## config.mk

```make
export PLATFORM = sky130hd
export DESIGN_NAME = dtpi_tension_pi
export DESIGN_NICKNAME = d
export VERILOG_FILES = /design/src/dtpi_pkg.sv /design/src/dtpi_scale_if.sv /design/src/dtpi_pct_scale.sv /design/src/dtpi_sat.sv /design/src/dtpi_tension_pi.sv
export VERILOG_INCLUDE_DIRS = /design/src
export SDC_FILE = /design/constraint.sdc
export NUM_CORES = 2
export LEC_CHECK = 0
export BUFFER_PORTS_ARGS = -buffer_cell sky130_fd_sc_hd__buf_2
export CAP_MARGIN = 0
export CORE_MARGIN = 2
export CORE_UTILIZATION = 35
export DETAILED_ROUTE_END_ITERATION = 8
export GPL_ROUTABILITY_DRIVEN = 1
export GPL_TIMING_DRIVEN = 0
export SLEW_MARGIN = 20
export SYNTH_ARGS = -nofsm -noshare
export SYNTH_HDL_FRONTEND = slang
export SYNTH_SLANG_ARGS = --single-unit
```

## constraint.sdc

```tcl
create_clock -name ref_clk_i -period 32 [get_ports ref_clk_i]
set_input_delay 1.6 -clock ref_clk_i [delete_from_list [all_inputs] [get_ports ref_clk_i]]
set_output_delay 1.6 -clock ref_clk_i [all_outputs]
set_load 0.02 [all_outputs]
```

## src/dtpi_cfg.svh

```systemverilog
// Constants of the dancer / tension PI loop: register offsets, field
// positions, reset values and timing counts.
// Assumes it is included by its bare name and that 32-bit APB words are used.
//
// Overview of operation
// Type field picks voltage or current feedback.
// Proportional gain 0 to 9999 scales error.
// Integration time zero disables integral term.
// Tolerance window suppresses correction near target.
// Target equals signed offset percentage setting.
// Alarm when feedback leaves symmetric band.
// Correction magnitude clamped to maximum millivolts.
// Settings act only in modes 1, 2.
// Mode sets correction direction versus feedback.
// Tension mode disables encoder differential counter.
// Recompute per sample; integrator zero when off.
`ifndef DTPI_CFG_SVH
`define DTPI_CFG_SVH

// ****************************************************************
// Register byte offsets.
// ****************************************************************
`define DTPI_OFS_CTRL 8'h00
`define DTPI_OFS_PGAIN 8'h04
`define DTPI_OFS_ITIME 8'h08
`define DTPI_OFS_WINDOW 8'h0C
`define DTPI_OFS_OFFSET 8'h10
`define DTPI_OFS_ALARM 8'h14
`define DTPI_OFS_MAXCORR 8'h18
`define DTPI_OFS_STATUS 8'h1C
`define DTPI_OFS_FEEDBACK 8'h20
`define DTPI_OFS_CORR 8'h24
`define DTPI_OFS_INT_STAT 8'h28
`define DTPI_OFS_INT_CLR 8'h2C
`define DTPI_OFS_INT_EN 8'h30

// ****************************************************************
// Field positions and setting limits.
// ****************************************************************
`define DTPI_CTRL_TYPE_LSB 8
`define DTPI_MODE_UP 2'h1
`define DTPI_MODE_DOWN 2'h2
`define DTPI_TYPE_VOLT 2'h1
`define DTPI_TYPE_CURR 2'h2
`define DTPI_GAIN_MAX 14'h270F
`define DTPI_MV_MAX 14'h270F
`define DTPI_PCT_MAX 10'h3E8
`define DTPI_PCT_FULL 1000
`define DTPI_FB_FULL 32767
`define DTPI_GAIN_SHIFT 10

// ****************************************************************
// Reset values.
// ****************************************************************
`define DTPI_RST_MODE 2'h0
`define DTPI_RST_TYPE 2'h1
`define DTPI_RST_GAIN 14'h03E8
`define DTPI_RST_ITIME 14'h0000
`define DTPI_RST_WINDOW 10'h000
`define DTPI_RST_OFFSET 12'h000
`define DTPI_RST_ALARM 10'h3E8
`define DTPI_RST_MAXCORR 14'h270F

// ****************************************************************
// Timing: integrator time base of one millisecond.
// ****************************************************************
`define DTPI_CLK_HZ 25000000
`define DTPI_TICK_MS 1
`define DTPI_MS_CYCLES ((`DTPI_CLK_HZ / 1000) * `DTPI_TICK_MS)

`endif

```

## src/dtpi_pkg.sv

```systemverilog
// Types shared by the dancer / tension PI loop modules.
// Assumes the constants header supplies all numeric values.
`default_nettype none
package dtpi_pkg;

    // Pipeline phase of one control cycle.
    typedef enum logic [1:0] {
        PH_WAIT,
        PH_ERR,
        PH_OUT
    } dtpi_phase_type;

    // Whole state of the top module.
    typedef struct packed {
        dtpi_phase_type phase;
        logic [1:0] mode;
        logic [1:0] fbsel;
        logic [13:0] kp;
        logic [13:0] ti;
        logic [13:0] maxc;
        logic [9:0] win;
        logic [9:0] alm;
        logic signed [11:0] ofs;
        logic [1:0] ist;
        logic [1:0] ien;
        logic signed [15:0] fb;
        logic signed [16:0] err;
        logic signed [15:0] acc;
        logic signed [15:0] corr;
        logic alarm;
        logic clamp;
        logic cval;
        logic [15:0] mscnt;
        logic [13:0] icnt;
        logic idue;
        logic [31:0] rdata;
        logic slverr;
    } dtpi_state_type;

endpackage : dtpi_pkg
`default_nettype wire

```

## src/dtpi_scale_if.sv

```systemverilog
// Carrier between the loop core and its percent-to-count scalers.
// Assumes percentages in tenths of a percent, signed.
`timescale 1ns/10ps
`default_nettype none
interface dtpi_scale_if;
    logic signed [11:0] pct; // Setting in tenths of a percent.
    logic signed [16:0] cnt; // Same value in feedback counts.
    modport user (output pct, input cnt);
    modport scaler (input pct, output cnt);
endinterface : dtpi_scale_if
`default_nettype wire

```

## src/dtpi_pct_scale.sv

```systemverilog
// Converts a percentage of feedback full scale into feedback counts.
// Assumes the feedback word is signed with full scale at the positive limit.
`include "dtpi_cfg.svh"
`timescale 1ns/10ps
`default_nettype none
module dtpi_pct_scale (
    dtpi_scale_if.scaler sc // Percent in, counts out.
);
    // ****************************************************************
    // Scaling.
    // ****************************************************************
    logic signed [31:0] prod; // Percent times full scale.

    // Division by a constant; synthesis turns it into a multiplier.
    always_comb begin
        prod = 32'(sc.pct) * 32'(`DTPI_FB_FULL);
        sc.cnt = 17'(prod / 32'(`DTPI_PCT_FULL));
    end
endmodule : dtpi_pct_scale
`default_nettype wire

```

## src/dtpi_sat.sv

```systemverilog
// Saturates a signed value to a symmetric millivolt limit.
// Assumes the limit never exceeds the 16-bit signed range.
`timescale 1ns/10ps
`default_nettype none
module dtpi_sat #(
    parameter int IW = 22 // Width of the value to clamp.
) (
    input wire logic signed [IW-1:0] val_i, // Value to clamp.
    input wire logic [13:0] lim_i, // Magnitude limit.
    output logic signed [15:0] val_o, // Clamped value.
    output logic hit_o // High when clamping acted.
);
    // ****************************************************************
    // Clamp.
    // ****************************************************************
    logic signed [IW-1:0] lim; // Limit widened to the value.

    // Compare against both signs of the limit.
    always_comb begin
        lim = IW'(signed'({1'b0, lim_i}));
        hit_o = 1'b1;
        if (val_i > lim) begin
            val_o = 16'(lim);
        end else if (val_i < -lim) begin
            val_o = 16'(-lim);
        end else begin
            val_o = 16'(val_i);
            hit_o = 1'b0;
        end
    end
endmodule : dtpi_sat
`default_nettype wire

```

## src/dtpi_tension_pi.sv

```systemverilog
// Dancer / tension PI loop with APB registers and one interrupt.
// Assumes the feedback words come from converter logic on ref_clk_i,
// qualified by fb_valid_i; no synchronisers are needed for them.
`include "dtpi_cfg.svh"
`timescale 1ns/10ps
`default_nettype none
module dtpi_tension_pi #(
    parameter int MS_CYCLES = `DTPI_MS_CYCLES // Clock cycles per millisecond.
) (
    input wire logic ref_clk_i, // Clock, 25 MHz.
    input wire logic resetn_i, // Synchronous reset, active low.
    input wire logic psel_i, // APB select.
    input wire logic penable_i, // APB enable.
    input wire logic pwrite_i, // APB direction.
    input wire logic [7:0] paddr_i, // APB byte address.
    input wire logic [31:0] pwdata_i, // APB write data.
    output logic [31:0] prdata_o, // APB read data.
    output logic pready_o, // APB ready.
    output logic pslverr_o, // APB error.
    input wire logic signed [15:0] fb_volt_i, // Voltage feedback sample.
    input wire logic signed [15:0] fb_curr_i, // Current feedback sample.
    input wire logic fb_valid_i, // New sample strobe.
    output logic signed [15:0] corr_o, // Correction in millivolts.
    output logic corr_valid_o, // Correction updated strobe.
    output logic alarm_o, // Tension alarm level.
    output logic pos_cnt_en_o, // Encoder differential counter enable.
    output logic irq_o // Interrupt level.
);
    // ****************************************************************
    // Declarations.
    // ****************************************************************
    dtpi_pkg::dtpi_state_type s_reg; // Registered state.
    dtpi_pkg::dtpi_state_type s_next; // Next state.
    dtpi_scale_if win_if (); // Window scaler carrier.
    dtpi_scale_if ofs_if (); // Offset scaler carrier.
    dtpi_scale_if alm_if (); // Alarm scaler carrier.
    logic active; // Loop is in a tension mode.
    logic wr_acc; // APB write access phase.
    logic rd_setup; // APB read setup phase.
    logic tick; // One millisecond elapsed.
    logic signed [16:0] fb_sel; // Selected feedback, widened.
    logic signed [16:0] dev; // Raw deviation from target.
    logic signed [16:0] dev_mag; // Magnitude of the deviation.
    logic signed [30:0] prod; // Gain times error.
    logic signed [21:0] pterm; // Scaled proportional term.
    logic signed [21:0] isum; // Integrator plus increment.
    logic signed [21:0] tot; // Proportional plus integral.
    logic signed [15:0] acc_sat; // Clamped integrator.
    logic signed [15:0] out_sat; // Clamped correction.
    logic out_hit; // Correction hit the limit.
    logic [1:0] ev; // Events of this cycle.
    logic [31:0] rd_mux; // Read data selection.
    logic [13:0] wv; // Write data, low bits.

    // ****************************************************************
    // Scalers and clamps.
    // ****************************************************************
    assign win_if.pct = 12'(signed'({1'b0, s_reg.win}));
    assign ofs_if.pct = s_reg.ofs;
    assign alm_if.pct = 12'(signed'({1'b0, s_reg.alm}));

    dtpi_pct_scale u_win (
        .sc (win_if)
    );

    dtpi_pct_scale u_ofs (
        .sc (ofs_if)
    );

    dtpi_pct_scale u_alm (
        .sc (alm_if)
    );

    // Integrator is held inside the limit so it cannot wind up.
    dtpi_sat #(.IW(22)) u_acc_sat (
        .val_i (isum),
        .lim_i (s_reg.maxc),
        .val_o (acc_sat),
        .hit_o ()
    );

    dtpi_sat #(.IW(22)) u_out_sat (
        .val_i (tot),
        .lim_i (s_reg.maxc),
        .val_o (out_sat),
        .hit_o (out_hit)
    );

    // ****************************************************************
    // Outputs.
    // ****************************************************************
    assign pready_o = 1'b1;
    assign prdata_o = s_reg.rdata;
    assign pslverr_o = s_reg.slverr & psel_i & penable_i;
    assign corr_o = s_reg.corr;
    assign corr_valid_o = s_reg.cval;
    assign alarm_o = s_reg.alarm;
    assign irq_o = |(s_reg.ist & s_reg.ien);
    // The encoder counter only runs while the loop is off.
    assign pos_cnt_en_o = ~active;

    // ****************************************************************
    // Decoding helpers.
    // ****************************************************************

    // Only modes 1 and 2 enable the loop and its settings.
    always_comb begin
        active = (s_reg.mode == `DTPI_MODE_UP) || (s_reg.mode == `DTPI_MODE_DOWN);
        wr_acc = psel_i & penable_i & pwrite_i;
        rd_setup = psel_i & ~penable_i & ~pwrite_i;
        tick = (s_reg.mscnt == 16'(MS_CYCLES - 1));
        wv = pwdata_i[13:0];
    end

    // Source select and arithmetic of the control cycle.
    always_comb begin
        if (s_reg.fbsel == `DTPI_TYPE_CURR) begin
            fb_sel = 17'(fb_curr_i);
        end else begin
            fb_sel = 17'(fb_volt_i);
        end
        // Mode 1 speeds up on rising feedback, mode 2 on falling.
        if (s_reg.mode == `DTPI_MODE_UP) begin
            dev = 17'(s_reg.fb) - ofs_if.cnt;
        end else begin
            dev = ofs_if.cnt - 17'(s_reg.fb);
        end
        dev_mag = dev[16] ? -dev : dev;
        prod = 31'(signed'({1'b0, s_reg.kp})) * 31'(s_reg.err);
        pterm = 22'(prod >>> `DTPI_GAIN_SHIFT);
        isum = 22'(s_reg.acc) + pterm;
        tot = pterm + 22'(s_reg.acc);
    end

    // Read multiplexer; unmapped addresses answer zero with an error.
    always_comb begin
        rd_mux = 32'h0000_0000;
        case (paddr_i)
            `DTPI_OFS_CTRL: rd_mux = {22'h0, s_reg.fbsel, 6'h0, s_reg.mode};
            `DTPI_OFS_PGAIN: rd_mux = {18'h0, s_reg.kp};
            `DTPI_OFS_ITIME: rd_mux = {18'h0, s_reg.ti};
            `DTPI_OFS_WINDOW: rd_mux = {22'h0, s_reg.win};
            `DTPI_OFS_OFFSET: rd_mux = 32'(s_reg.ofs);
            `DTPI_OFS_ALARM: rd_mux = {22'h0, s_reg.alm};
            `DTPI_OFS_MAXCORR: rd_mux = {18'h0, s_reg.maxc};
            `DTPI_OFS_STATUS: rd_mux = {28'h0, ~active, active, s_reg.clamp, s_reg.alarm};
            `DTPI_OFS_FEEDBACK: rd_mux = 32'(s_reg.fb);
            `DTPI_OFS_CORR: rd_mux = 32'(s_reg.corr);
            `DTPI_OFS_INT_STAT: rd_mux = {30'h0, s_reg.ist};
            `DTPI_OFS_INT_EN: rd_mux = {30'h0, s_reg.ien};
            default: rd_mux = 32'h0000_0000;
        endcase
    end

    // ****************************************************************
    // Next state.
    // ****************************************************************

    // Register writes, the control pipeline and the interrupt flags.
    always_comb begin
        s_next = s_reg;
        s_next.cval = 1'b0;
        ev = 2'h0;

        // Read data is latched in the setup cycle so it is a flop output.
        if (rd_setup) begin
            s_next.rdata = rd_mux;
            s_next.slverr = 1'b0;
        end
        if (psel_i & ~penable_i) begin
            s_next.slverr = 1'b1;
            case (paddr_i)
                `DTPI_OFS_CTRL, `DTPI_OFS_PGAIN, `DTPI_OFS_ITIME,
                `DTPI_OFS_WINDOW, `DTPI_OFS_OFFSET, `DTPI_OFS_ALARM,
                `DTPI_OFS_MAXCORR, `DTPI_OFS_STATUS, `DTPI_OFS_FEEDBACK,
                `DTPI_OFS_CORR, `DTPI_OFS_INT_STAT, `DTPI_OFS_INT_CLR,
                `DTPI_OFS_INT_EN: s_next.slverr = 1'b0;
                default: s_next.slverr = 1'b1;
            endcase
        end

        // Writes take effect in the access cycle; gain, window, offset, alarm and limit values saturate.
        if (wr_acc) begin
            case (paddr_i)
                `DTPI_OFS_CTRL: begin
                    s_next.mode = pwdata_i[1:0];
                    s_next.fbsel = pwdata_i[`DTPI_CTRL_TYPE_LSB +: 2];
                end
                `DTPI_OFS_PGAIN: begin
                    s_next.kp = (wv > `DTPI_GAIN_MAX) ? `DTPI_GAIN_MAX : wv;
                end
                `DTPI_OFS_ITIME: s_next.ti = wv;
                `DTPI_OFS_WINDOW: begin
                    s_next.win = (wv > 14'(`DTPI_PCT_MAX)) ? `DTPI_PCT_MAX : wv[9:0];
                end
                `DTPI_OFS_OFFSET: begin
                    // Offset is signed tenths, limited to plus or minus full.
                    if ($signed(pwdata_i[11:0]) > $signed({2'h0, `DTPI_PCT_MAX})) begin
                        s_next.ofs = {2'h0, `DTPI_PCT_MAX};
                    end else if ($signed(pwdata_i[11:0]) < -$signed({2'h0, `DTPI_PCT_MAX})) begin
                        s_next.ofs = -$signed({2'h0, `DTPI_PCT_MAX});
                    end else begin
                        s_next.ofs = pwdata_i[11:0];
                    end
                end
                `DTPI_OFS_ALARM: begin
                    s_next.alm = (wv > 14'(`DTPI_PCT_MAX)) ? `DTPI_PCT_MAX : wv[9:0];
                end
                `DTPI_OFS_MAXCORR: begin
                    s_next.maxc = (wv > `DTPI_MV_MAX) ? `DTPI_MV_MAX : wv;
                end
                `DTPI_OFS_INT_CLR: s_next.ist = s_reg.ist & ~pwdata_i[1:0];
                `DTPI_OFS_INT_EN: s_next.ien = pwdata_i[1:0];
                default: s_next.ist = s_reg.ist;
            endcase
        end

        // Free-running millisecond base for the integrator.
        s_next.mscnt = tick ? 16'h0000 : s_reg.mscnt + 16'h0001;
        if (tick && s_reg.ti != 14'h0000) begin
            // One integrator step falls due every ti milliseconds.
            if (s_reg.icnt >= s_reg.ti - 14'h0001) begin
                s_next.icnt = 14'h0000;
                s_next.idue = 1'b1;
            end else begin
                s_next.icnt = s_reg.icnt + 14'h0001;
            end
        end

        // Control pipeline: capture, error, output.
        case (s_reg.phase)
            dtpi_pkg::PH_WAIT: begin
                if (fb_valid_i && active) begin
                    s_next.fb = 16'(fb_sel);
                    // Alarm band is symmetric about zero feedback.
                    s_next.alarm = (fb_sel > alm_if.cnt) || (fb_sel < -alm_if.cnt);
                    ev[0] = s_next.alarm & ~s_reg.alarm;
                    s_next.phase = dtpi_pkg::PH_ERR;
                end
            end
            dtpi_pkg::PH_ERR: begin
                // Inside the window there is no proportional response.
                s_next.err = (dev_mag <= win_if.cnt) ? 17'h00000 : dev;
                s_next.phase = dtpi_pkg::PH_OUT;
            end
            dtpi_pkg::PH_OUT: begin
                // The step that falls due is taken once, here.
                if (s_reg.idue && s_reg.ti != 14'h0000) begin
                    s_next.acc = acc_sat;
                end
                if (s_reg.idue && !(tick && s_reg.ti != 14'h0000 && s_next.icnt == 14'h0000)) begin
                    s_next.idue = 1'b0;
                end
                s_next.corr = out_sat;
                s_next.clamp = out_hit;
                ev[1] = out_hit & ~s_reg.clamp;
                s_next.cval = 1'b1;
                s_next.phase = dtpi_pkg::PH_WAIT;
            end
            default: s_next.phase = dtpi_pkg::PH_WAIT;
        endcase

        // With integration off no stale step may stay pending.
        if (s_reg.ti == 14'h0000) begin
            s_next.idue = 1'b0;
            s_next.icnt = 14'h0000;
            s_next.acc = 16'h0000;
        end

        // Outside the tension modes the loop is parked and zeroed.
        if (!active) begin
            s_next.phase = dtpi_pkg::PH_WAIT;
            s_next.acc = 16'h0000;
            s_next.corr = 16'h0000;
            s_next.err = 17'h00000;
            s_next.alarm = 1'b0;
            s_next.clamp = 1'b0;
            s_next.idue = 1'b0;
            s_next.icnt = 14'h0000;
        end

        // A new event wins over a clear in the same cycle.
        s_next.ist = s_next.ist | ev;
    end

    // ****************************************************************
    // State register.
    // ****************************************************************

    // Synchronous reset loads the documented defaults.
    always_ff @(posedge ref_clk_i) begin
        if (!resetn_i) begin
            s_reg <= '0;
            s_reg.phase <= dtpi_pkg::PH_WAIT;
            s_reg.mode <= `DTPI_RST_MODE;
            s_reg.fbsel <= `DTPI_RST_TYPE;
            s_reg.kp <= `DTPI_RST_GAIN;
            s_reg.ti <= `DTPI_RST_ITIME;
            s_reg.win <= `DTPI_RST_WINDOW;
            s_reg.ofs <= `DTPI_RST_OFFSET;
            s_reg.alm <= `DTPI_RST_ALARM;
            s_reg.maxc <= `DTPI_RST_MAXCORR;
        end else begin
            s_reg <= s_next;
        end
    end
endmodule : dtpi_tension_pi
`default_nettype wire

```

---- Yosys cells after proc, flatten, opt, wreduce, memory -nomap -nowiden ----
Memories as Yosys holds them, arrays and structs flattened.
Cells that the tools add are included.
Widths: inputs -> output; s select.
storage, ports and cells
  register bits after elaboration ......... 216
  ROM bits ................................ 64
  input bits .............................. 78
  output and inout port bits .............. 54
  logic and storage cells ................. 146
  memories ................................ 1
memories
  name              depth  bits a word  read ports  clocked after Yosys merged registers in  write ports  RTL line                RTL
  (name not given)  64     1            1           0                                        0            dtpi_tension_pi.sv:172  case (paddr_i)
operators by class
  add/sub/neg operators ................... 9
  multiply operators ...................... 4
  div/mod/pow operators ................... 3
  magnitude comparators ................... 10
  equality and inequality tests ........... 19
  multiplexer cells ....................... 30
  bitwise logic cells ..................... 18
  reductions and logical operators ........ 29
operators by type and width
  kind                    number
  $pmux 32 s12            1
  $div 32x11->32 const B  3
  $mux 17                 4
  $mul 10x15->25 const B  2
  $eq 8x6->1 const B      5
  $neg 17->17             2
  $eq 8x5->1 const B      4
  $mux 16                 2
  $mul 15x17->31          1
  $logic_not 14->1        2
  $mul 12x16->28 const B  1
  $mux 14                 2
  $mux 12                 2
  $add 21x16->22          1
  $gt 22x15->1            1
  $lt 22x22->1            1
  $neg 14->22             1
  $reduce_and 2->1        11
  $gt 17x17->1            1
  $le 17x17->1            1
  $lt 17x17->1            1
  $sub 16x17->17          1
  $sub 17x16->17          1
  $add 16x1->16 const B   1
  33 further kinds        70

---- Depth between registers and ports, before layout ----
  depth after elaboration ................. 10
  gate-level depth with buffers ........... 119

---- Hierarchy ----
A second synthesis with hierarchy kept.
unflattened totals
  cell total of the unflattened synthesis .. 7513
  area total of the unflattened synthesis .. 57415.1 um^2
modules (own cells, without submodules)
  module                       times used  cells an instance  area an instance (um^2)  sequential area each (um^2)
  dtpi_tension_pi              1           2750               22539.1                  4003.8
  dtpi_pct_scale at u_alm ...  2           1473               10694.0                  0.0
  dtpi_pct_scale at u_ofs      1           1305               9731.8                   0.0
  dtpi_sat                     2           256                1878.1                   0.0

---- Worst setup path before layout ----
OpenSTA, ideal clock, no wires.
  path type ............................... register -> register
  start ................................... reg s_reg, in the netlist ofs_if.pct[6]
  end ..................................... reg s_reg[111] in the netlist's numbering
  library setup time ...................... 0.136 ns
  arrival ................................. 24.212 ns
  required time ........................... 31.864 ns
  path slack .............................. 7.652 ns
  cell stages (with the launch flop) ...... 109
  buffers on the path ..................... 8
  period minus slack after synthesis ...... 24.348 ns
  path through ............................ dfxtp_1 fa_1 clkbuf_1 xnor2_1 ha_1 a21oi_1 inv_1 fa_1 inv_1 fa_1 fa_1 inv_1 ha_1 buf_2 nand2_1 a211oi_4 or3_1 a221oi_4 (+73 left out) nor2b_1 o21a_1 o21a_1 o21ai_0 nand2b_1 a21oi_1 nor2b_1 o21ai_0 nand2b_1 a21oi_1 o21ai_0 a21o_1 a21o_1 a21oi_1 nor3_1 nand3_1 clkbuf_1 o21ai_0
on the way
  longest elaborated chain between the ends .. 8
  elaborated cells between the ends (all ways) .. 9
RTL lines
  element                                           RTL line                                        RTL
  start: declaration                                dtpi_tension_pi.sv:32                           dtpi_pkg::dtpi_state_type s_reg;
  start signal: assignment                          dtpi_tension_pi.sv:304                          s_reg <= s_next;
  $mul 12x16->28 *                                  dtpi_pct_scale.sv:16                            prod = 32'(sc.pct) * 32'(`DTPI_FB_FULL);
  $div 32x11->32 *                                  dtpi_pct_scale.sv:17                            sc.cnt = 17'(prod / 32'(`DTPI_PCT_FULL));
  $sub 17x16->17 or $sub 16x17->17 (tied branches)  dtpi_tension_pi.sv:126, dtpi_tension_pi.sv:124
  $mux 17 *                                         dtpi_tension_pi.sv:123                          if (s_reg.mode == `DTPI_MODE_UP) begin
  $neg 17->17                                       dtpi_tension_pi.sv:128                          dev_mag = dev[16] ? -dev : dev;
  $mux 17                                           dtpi_tension_pi.sv:128
  $le 17x17->1                                      dtpi_tension_pi.sv:243                          s_next.err = (dev_mag <= win_if.cnt) ? 17'h00000 : dev;
  $mux 17 *                                         dtpi_tension_pi.sv:243
Mark *: on every way between the ends. The rest lies on a longest branch, timed or not.
A chain may end at the register's enable or synchronous reset.

---- Worst setup path in the final report ----
  start ................................... reg s_reg, in the netlist ofs_if.pct[3]
  end ..................................... reg s_reg[109] in the netlist's numbering
Same word-level chain as after synthesis.

==> results.md <==
* Die boundary width at 363.7 um
* Highest Clock Rate at 34.83 MHz
* Clock tree buffer depth at 2
* Flip-flop and latch count after synthesis at 200
* Number of buffers created by CTS at 17
* Layout Area Growth over Synthesis at 7.459%
* TritonCTS clock tree: done
* Quantity of hold-fixing buffers added after cts at 0
* Worst Skew at 0.01390 ns
* Worst Setup Start Kind: register
* Worst path required time at 32.29 ns
* Leakage power at 0.02139 uW
* Met3 routed wirelength at 11,360 um
* Die Area at 132,300 sq um
* Final Max Tran Viols at 0
* Total vias in the final route at 42.79k
* Post-CTS Setup Repair Bufs at 0
* Syn_area_per_cell at 7.817 sq um
* Flip-flop count of the largest register after layout at 144
* Number of enable-type register cells in the synthesized netlist at 0
* Number of hold-slack violations in the final timing report at 0
* Launching point of the worst reg2reg path: ofs_if.pct[3]
* Source of the worst hold timing path: s_reg[48]
* TNS Setup at 0 ns
* Count of unresolved DRC violations after routing at 0
* Layout cells sized above 1 at 0.08124
* Overall track demand over capacity in global routing at 0.2087
* Core ar. at 128,000 sq um
* Total number of placement rows at 131
* CTS HTree Levels at 4
* Number of placed I/O pins at 132
* Crit end category: register
* Post-Synthesis Cell Area at 45,280 sq um
* Maximum resistive drop on vdd at 0.0003448 V
* Total number of clock tree sinks at 200
* Syn_nets at 6,654
* Critical path class: register to register
* Met2 routed WL at 61,760 um
* Cell with the largest stage delay on the worst path: fa_1
* Post-layout min period at 28.71 ns
* Max_slew headroom at 0.1774
* Worst hold-check path type: register to register
* Weighted congestion reported at the end of routability-driven placement at 0.9956
* Share of the clock period used by the worst path after layout at 0.8972
* First-pass GRT wire length at 224,100 um
* Final hold slack at 0.4572 ns
* Fillers at 13.39k
* DR WL/cell at 18.32 um
* Initial Util at 0.3537
* Count of input and output buffers at 107
* Cell count after synthesis at 5,792
* Pin slew with the least headroom to its limit at 1.225 ns
* Distinct cell type count of the synthesized netlist at 154
* Main flop type after synthesis: dfxtp_1
* Met1 routed wirelength after detailed routing at 64,380 um
* Number of detailed-route iterations in the first pass at 7
* CTS clock-pin slew for the worst setup and hold paths at 0.08 ns
* Via density at 5.578
* Violation count after the first detailed-routing iteration at 3,158
* Antenna violations before repair at 24
* Largest net degree at the start of global routing at 19
* Post-detail-place hpwl at 117,000 um
* Setup violations, final at 0
* WP buf/inv at 9
* Top Metal Used: met5
* RSZ-0062 raised after global routing: no
* DRT Wirelength at 140,600 um
* Power density cells at 91.34 nW/um^2
* Number of global-route vias before repair at 41.03k
* Post-detailed-route count of antenna-violating nets at 0
* Aggregate global routing overflow at 0
* Post-synthesis sequential area ratio at 0.08843
* Highest cell delay on the worst timing path at 0.67 ns
* Category of cells accounting for the largest share of critical-path delay: compound AO/OA/AOI/OAI gates
* Maximum fanout along the worst path at 10
* Warnings, synthesis at 0
* Most repeated library cell on the critical path: a221o_1
* Max-cap violations at 0
* Worst setup startpoint: ofs_if.pct[3]
* Run status: finished clean
* Crit path DAT at 29.00 ns
* Async set or reset register ratio after synthesis at 0
* CTS resizes at 0
* Die extent in y at 363.7 um
* Clock root buffer: clkbuf_16
* Number of nets in the final layout at 6,782
* Clock Latency Late Sink at 0.47 ns
==> report_power, final <==
group | internal [uW] | switching, uW | total, uW
combinational | 1550 | 2410 | 3960
clock | 120 | 109 | 229
sequential | 250 | 1.83 | 252
total | 1920 | 2520 | 4440
==> final timing paths <==
kind	slack (ns)	endpoint	cells after the start
setup / recovery	3.29	s_reg[109]	105
hold / removal	0.46	s_reg[48]	1
hold reg to reg	0.46	s_reg[48]	1
setup reg to reg	3.29	s_reg[109]	105
==> kinds of logic after synthesis <==
kind of cell	Yosys count	share of synthesized area
buf+inv	819	0.07403
flops	200	0.08843
other cells	1	0.00008282
fa+ha+maj	794	0.2784
xor+xnor	376	0.07580
compound gates	1496	0.2365
mux	108	0.02589
simple gates	1998	0.2209
==> metal layers <==
metal  global-route usage  up-vias
met3              0.04687      208
li1                     -    20710
met2               0.3315     1270
met4              0.04589       24
met1               0.2876    20580
met5                    0        -
==> layout make-up <==
class                           instances  area (sq um)  share of cell area
Sequential cell                       200          4004             0.08229
Clock buffer                           19         442.9            0.009104
Timing Repair Buffer                  109         548.0             0.01126
Inverter                              566          2125             0.04367
Buffer                                253          1227             0.02523
Clock inverter                         13         158.9            0.003266
Tap cell                             1729          2163             0.04446
Multi-Input combinational cell       4773         37960              0.7802
Antenna cell                           10         25.02           0.0005143
==> cell usage in the layout, fill, tap and decap left out, types with 86 or more instances in the layout <==
cell type | netlist | final
o21ai_0 | 234 | 234
inv_1 | 556 | 556
nand2_1 | 550 | 550
nor2_1 | 436 | 436
nor2b_1 | 86 | 86
buf_2 | 33 | 141
a31oi_1 | 86 | 86
ha_1 | 425 | 425
and2_1 | 185 | 185
nand3_1 | 154 | 154
a21oi_1 | 297 | 297
dfxtp_1 | 200 | 200
nor3_1 | 155 | 155
xor2_1 | 111 | 111
fa_1 | 359 | 359
clkbuf_1 | 148 | 149
xnor2_1 | 248 | 247
==> per-stage QoR <==
| stage | total power (uW) | std cells | cell area [sq um] | worst slack (ns) | util |
|---|---|---|---|---|---|
| after global placement | 4066 | 7628 | 47980 | 3.898 | 0.3748 |
| after CTS | 4405 | 7662 | 48620 | 3.523 | 0.3798 |
| after detailed placement | 4148 | 7630 | 48010 | 3.655 | 0.3751 |
| after floorplan | 3347 | 5792 | 45280 | 7.652 | - |
| after global routing | 4916 | 7663 | 48630 | 1.485 | 0.3799 |
| final | 4444 | 7672 | 48650 | 3.289 | 0.3801 |
==> Yosys cell counts, types with 71 or more instances <==
| cell | instances | area share |
|---|---|---|
| ha_1 | 425 | 0.12 |
| nand4_1 | 71 | 0.0098 |
| nand2_1 | 550 | 0.046 |
| nor2_1 | 436 | 0.036 |
| a21oi_1 | 297 | 0.033 |
| nand3_1 | 154 | 0.017 |
| a211oi_1 | 71 | 0.012 |
| and2_1 | 185 | 0.026 |
| a31oi_1 | 86 | 0.012 |
| nor3_1 | 155 | 0.017 |
| xor2_1 | 111 | 0.021 |
| nor2b_1 | 86 | 0.012 |
| fa_1 | 359 | 0.16 |
| a21o_1 | 72 | 0.012 |
| xnor2_1 | 248 | 0.048 |
| o21ai_0 | 234 | 0.026 |
| dfxtp_1 | 200 | 0.088 |
| clkbuf_1 | 148 | 0.012 |
| inv_1 | 556 | 0.046 |
No activity file was read; power rests on OpenSTA's default activity.
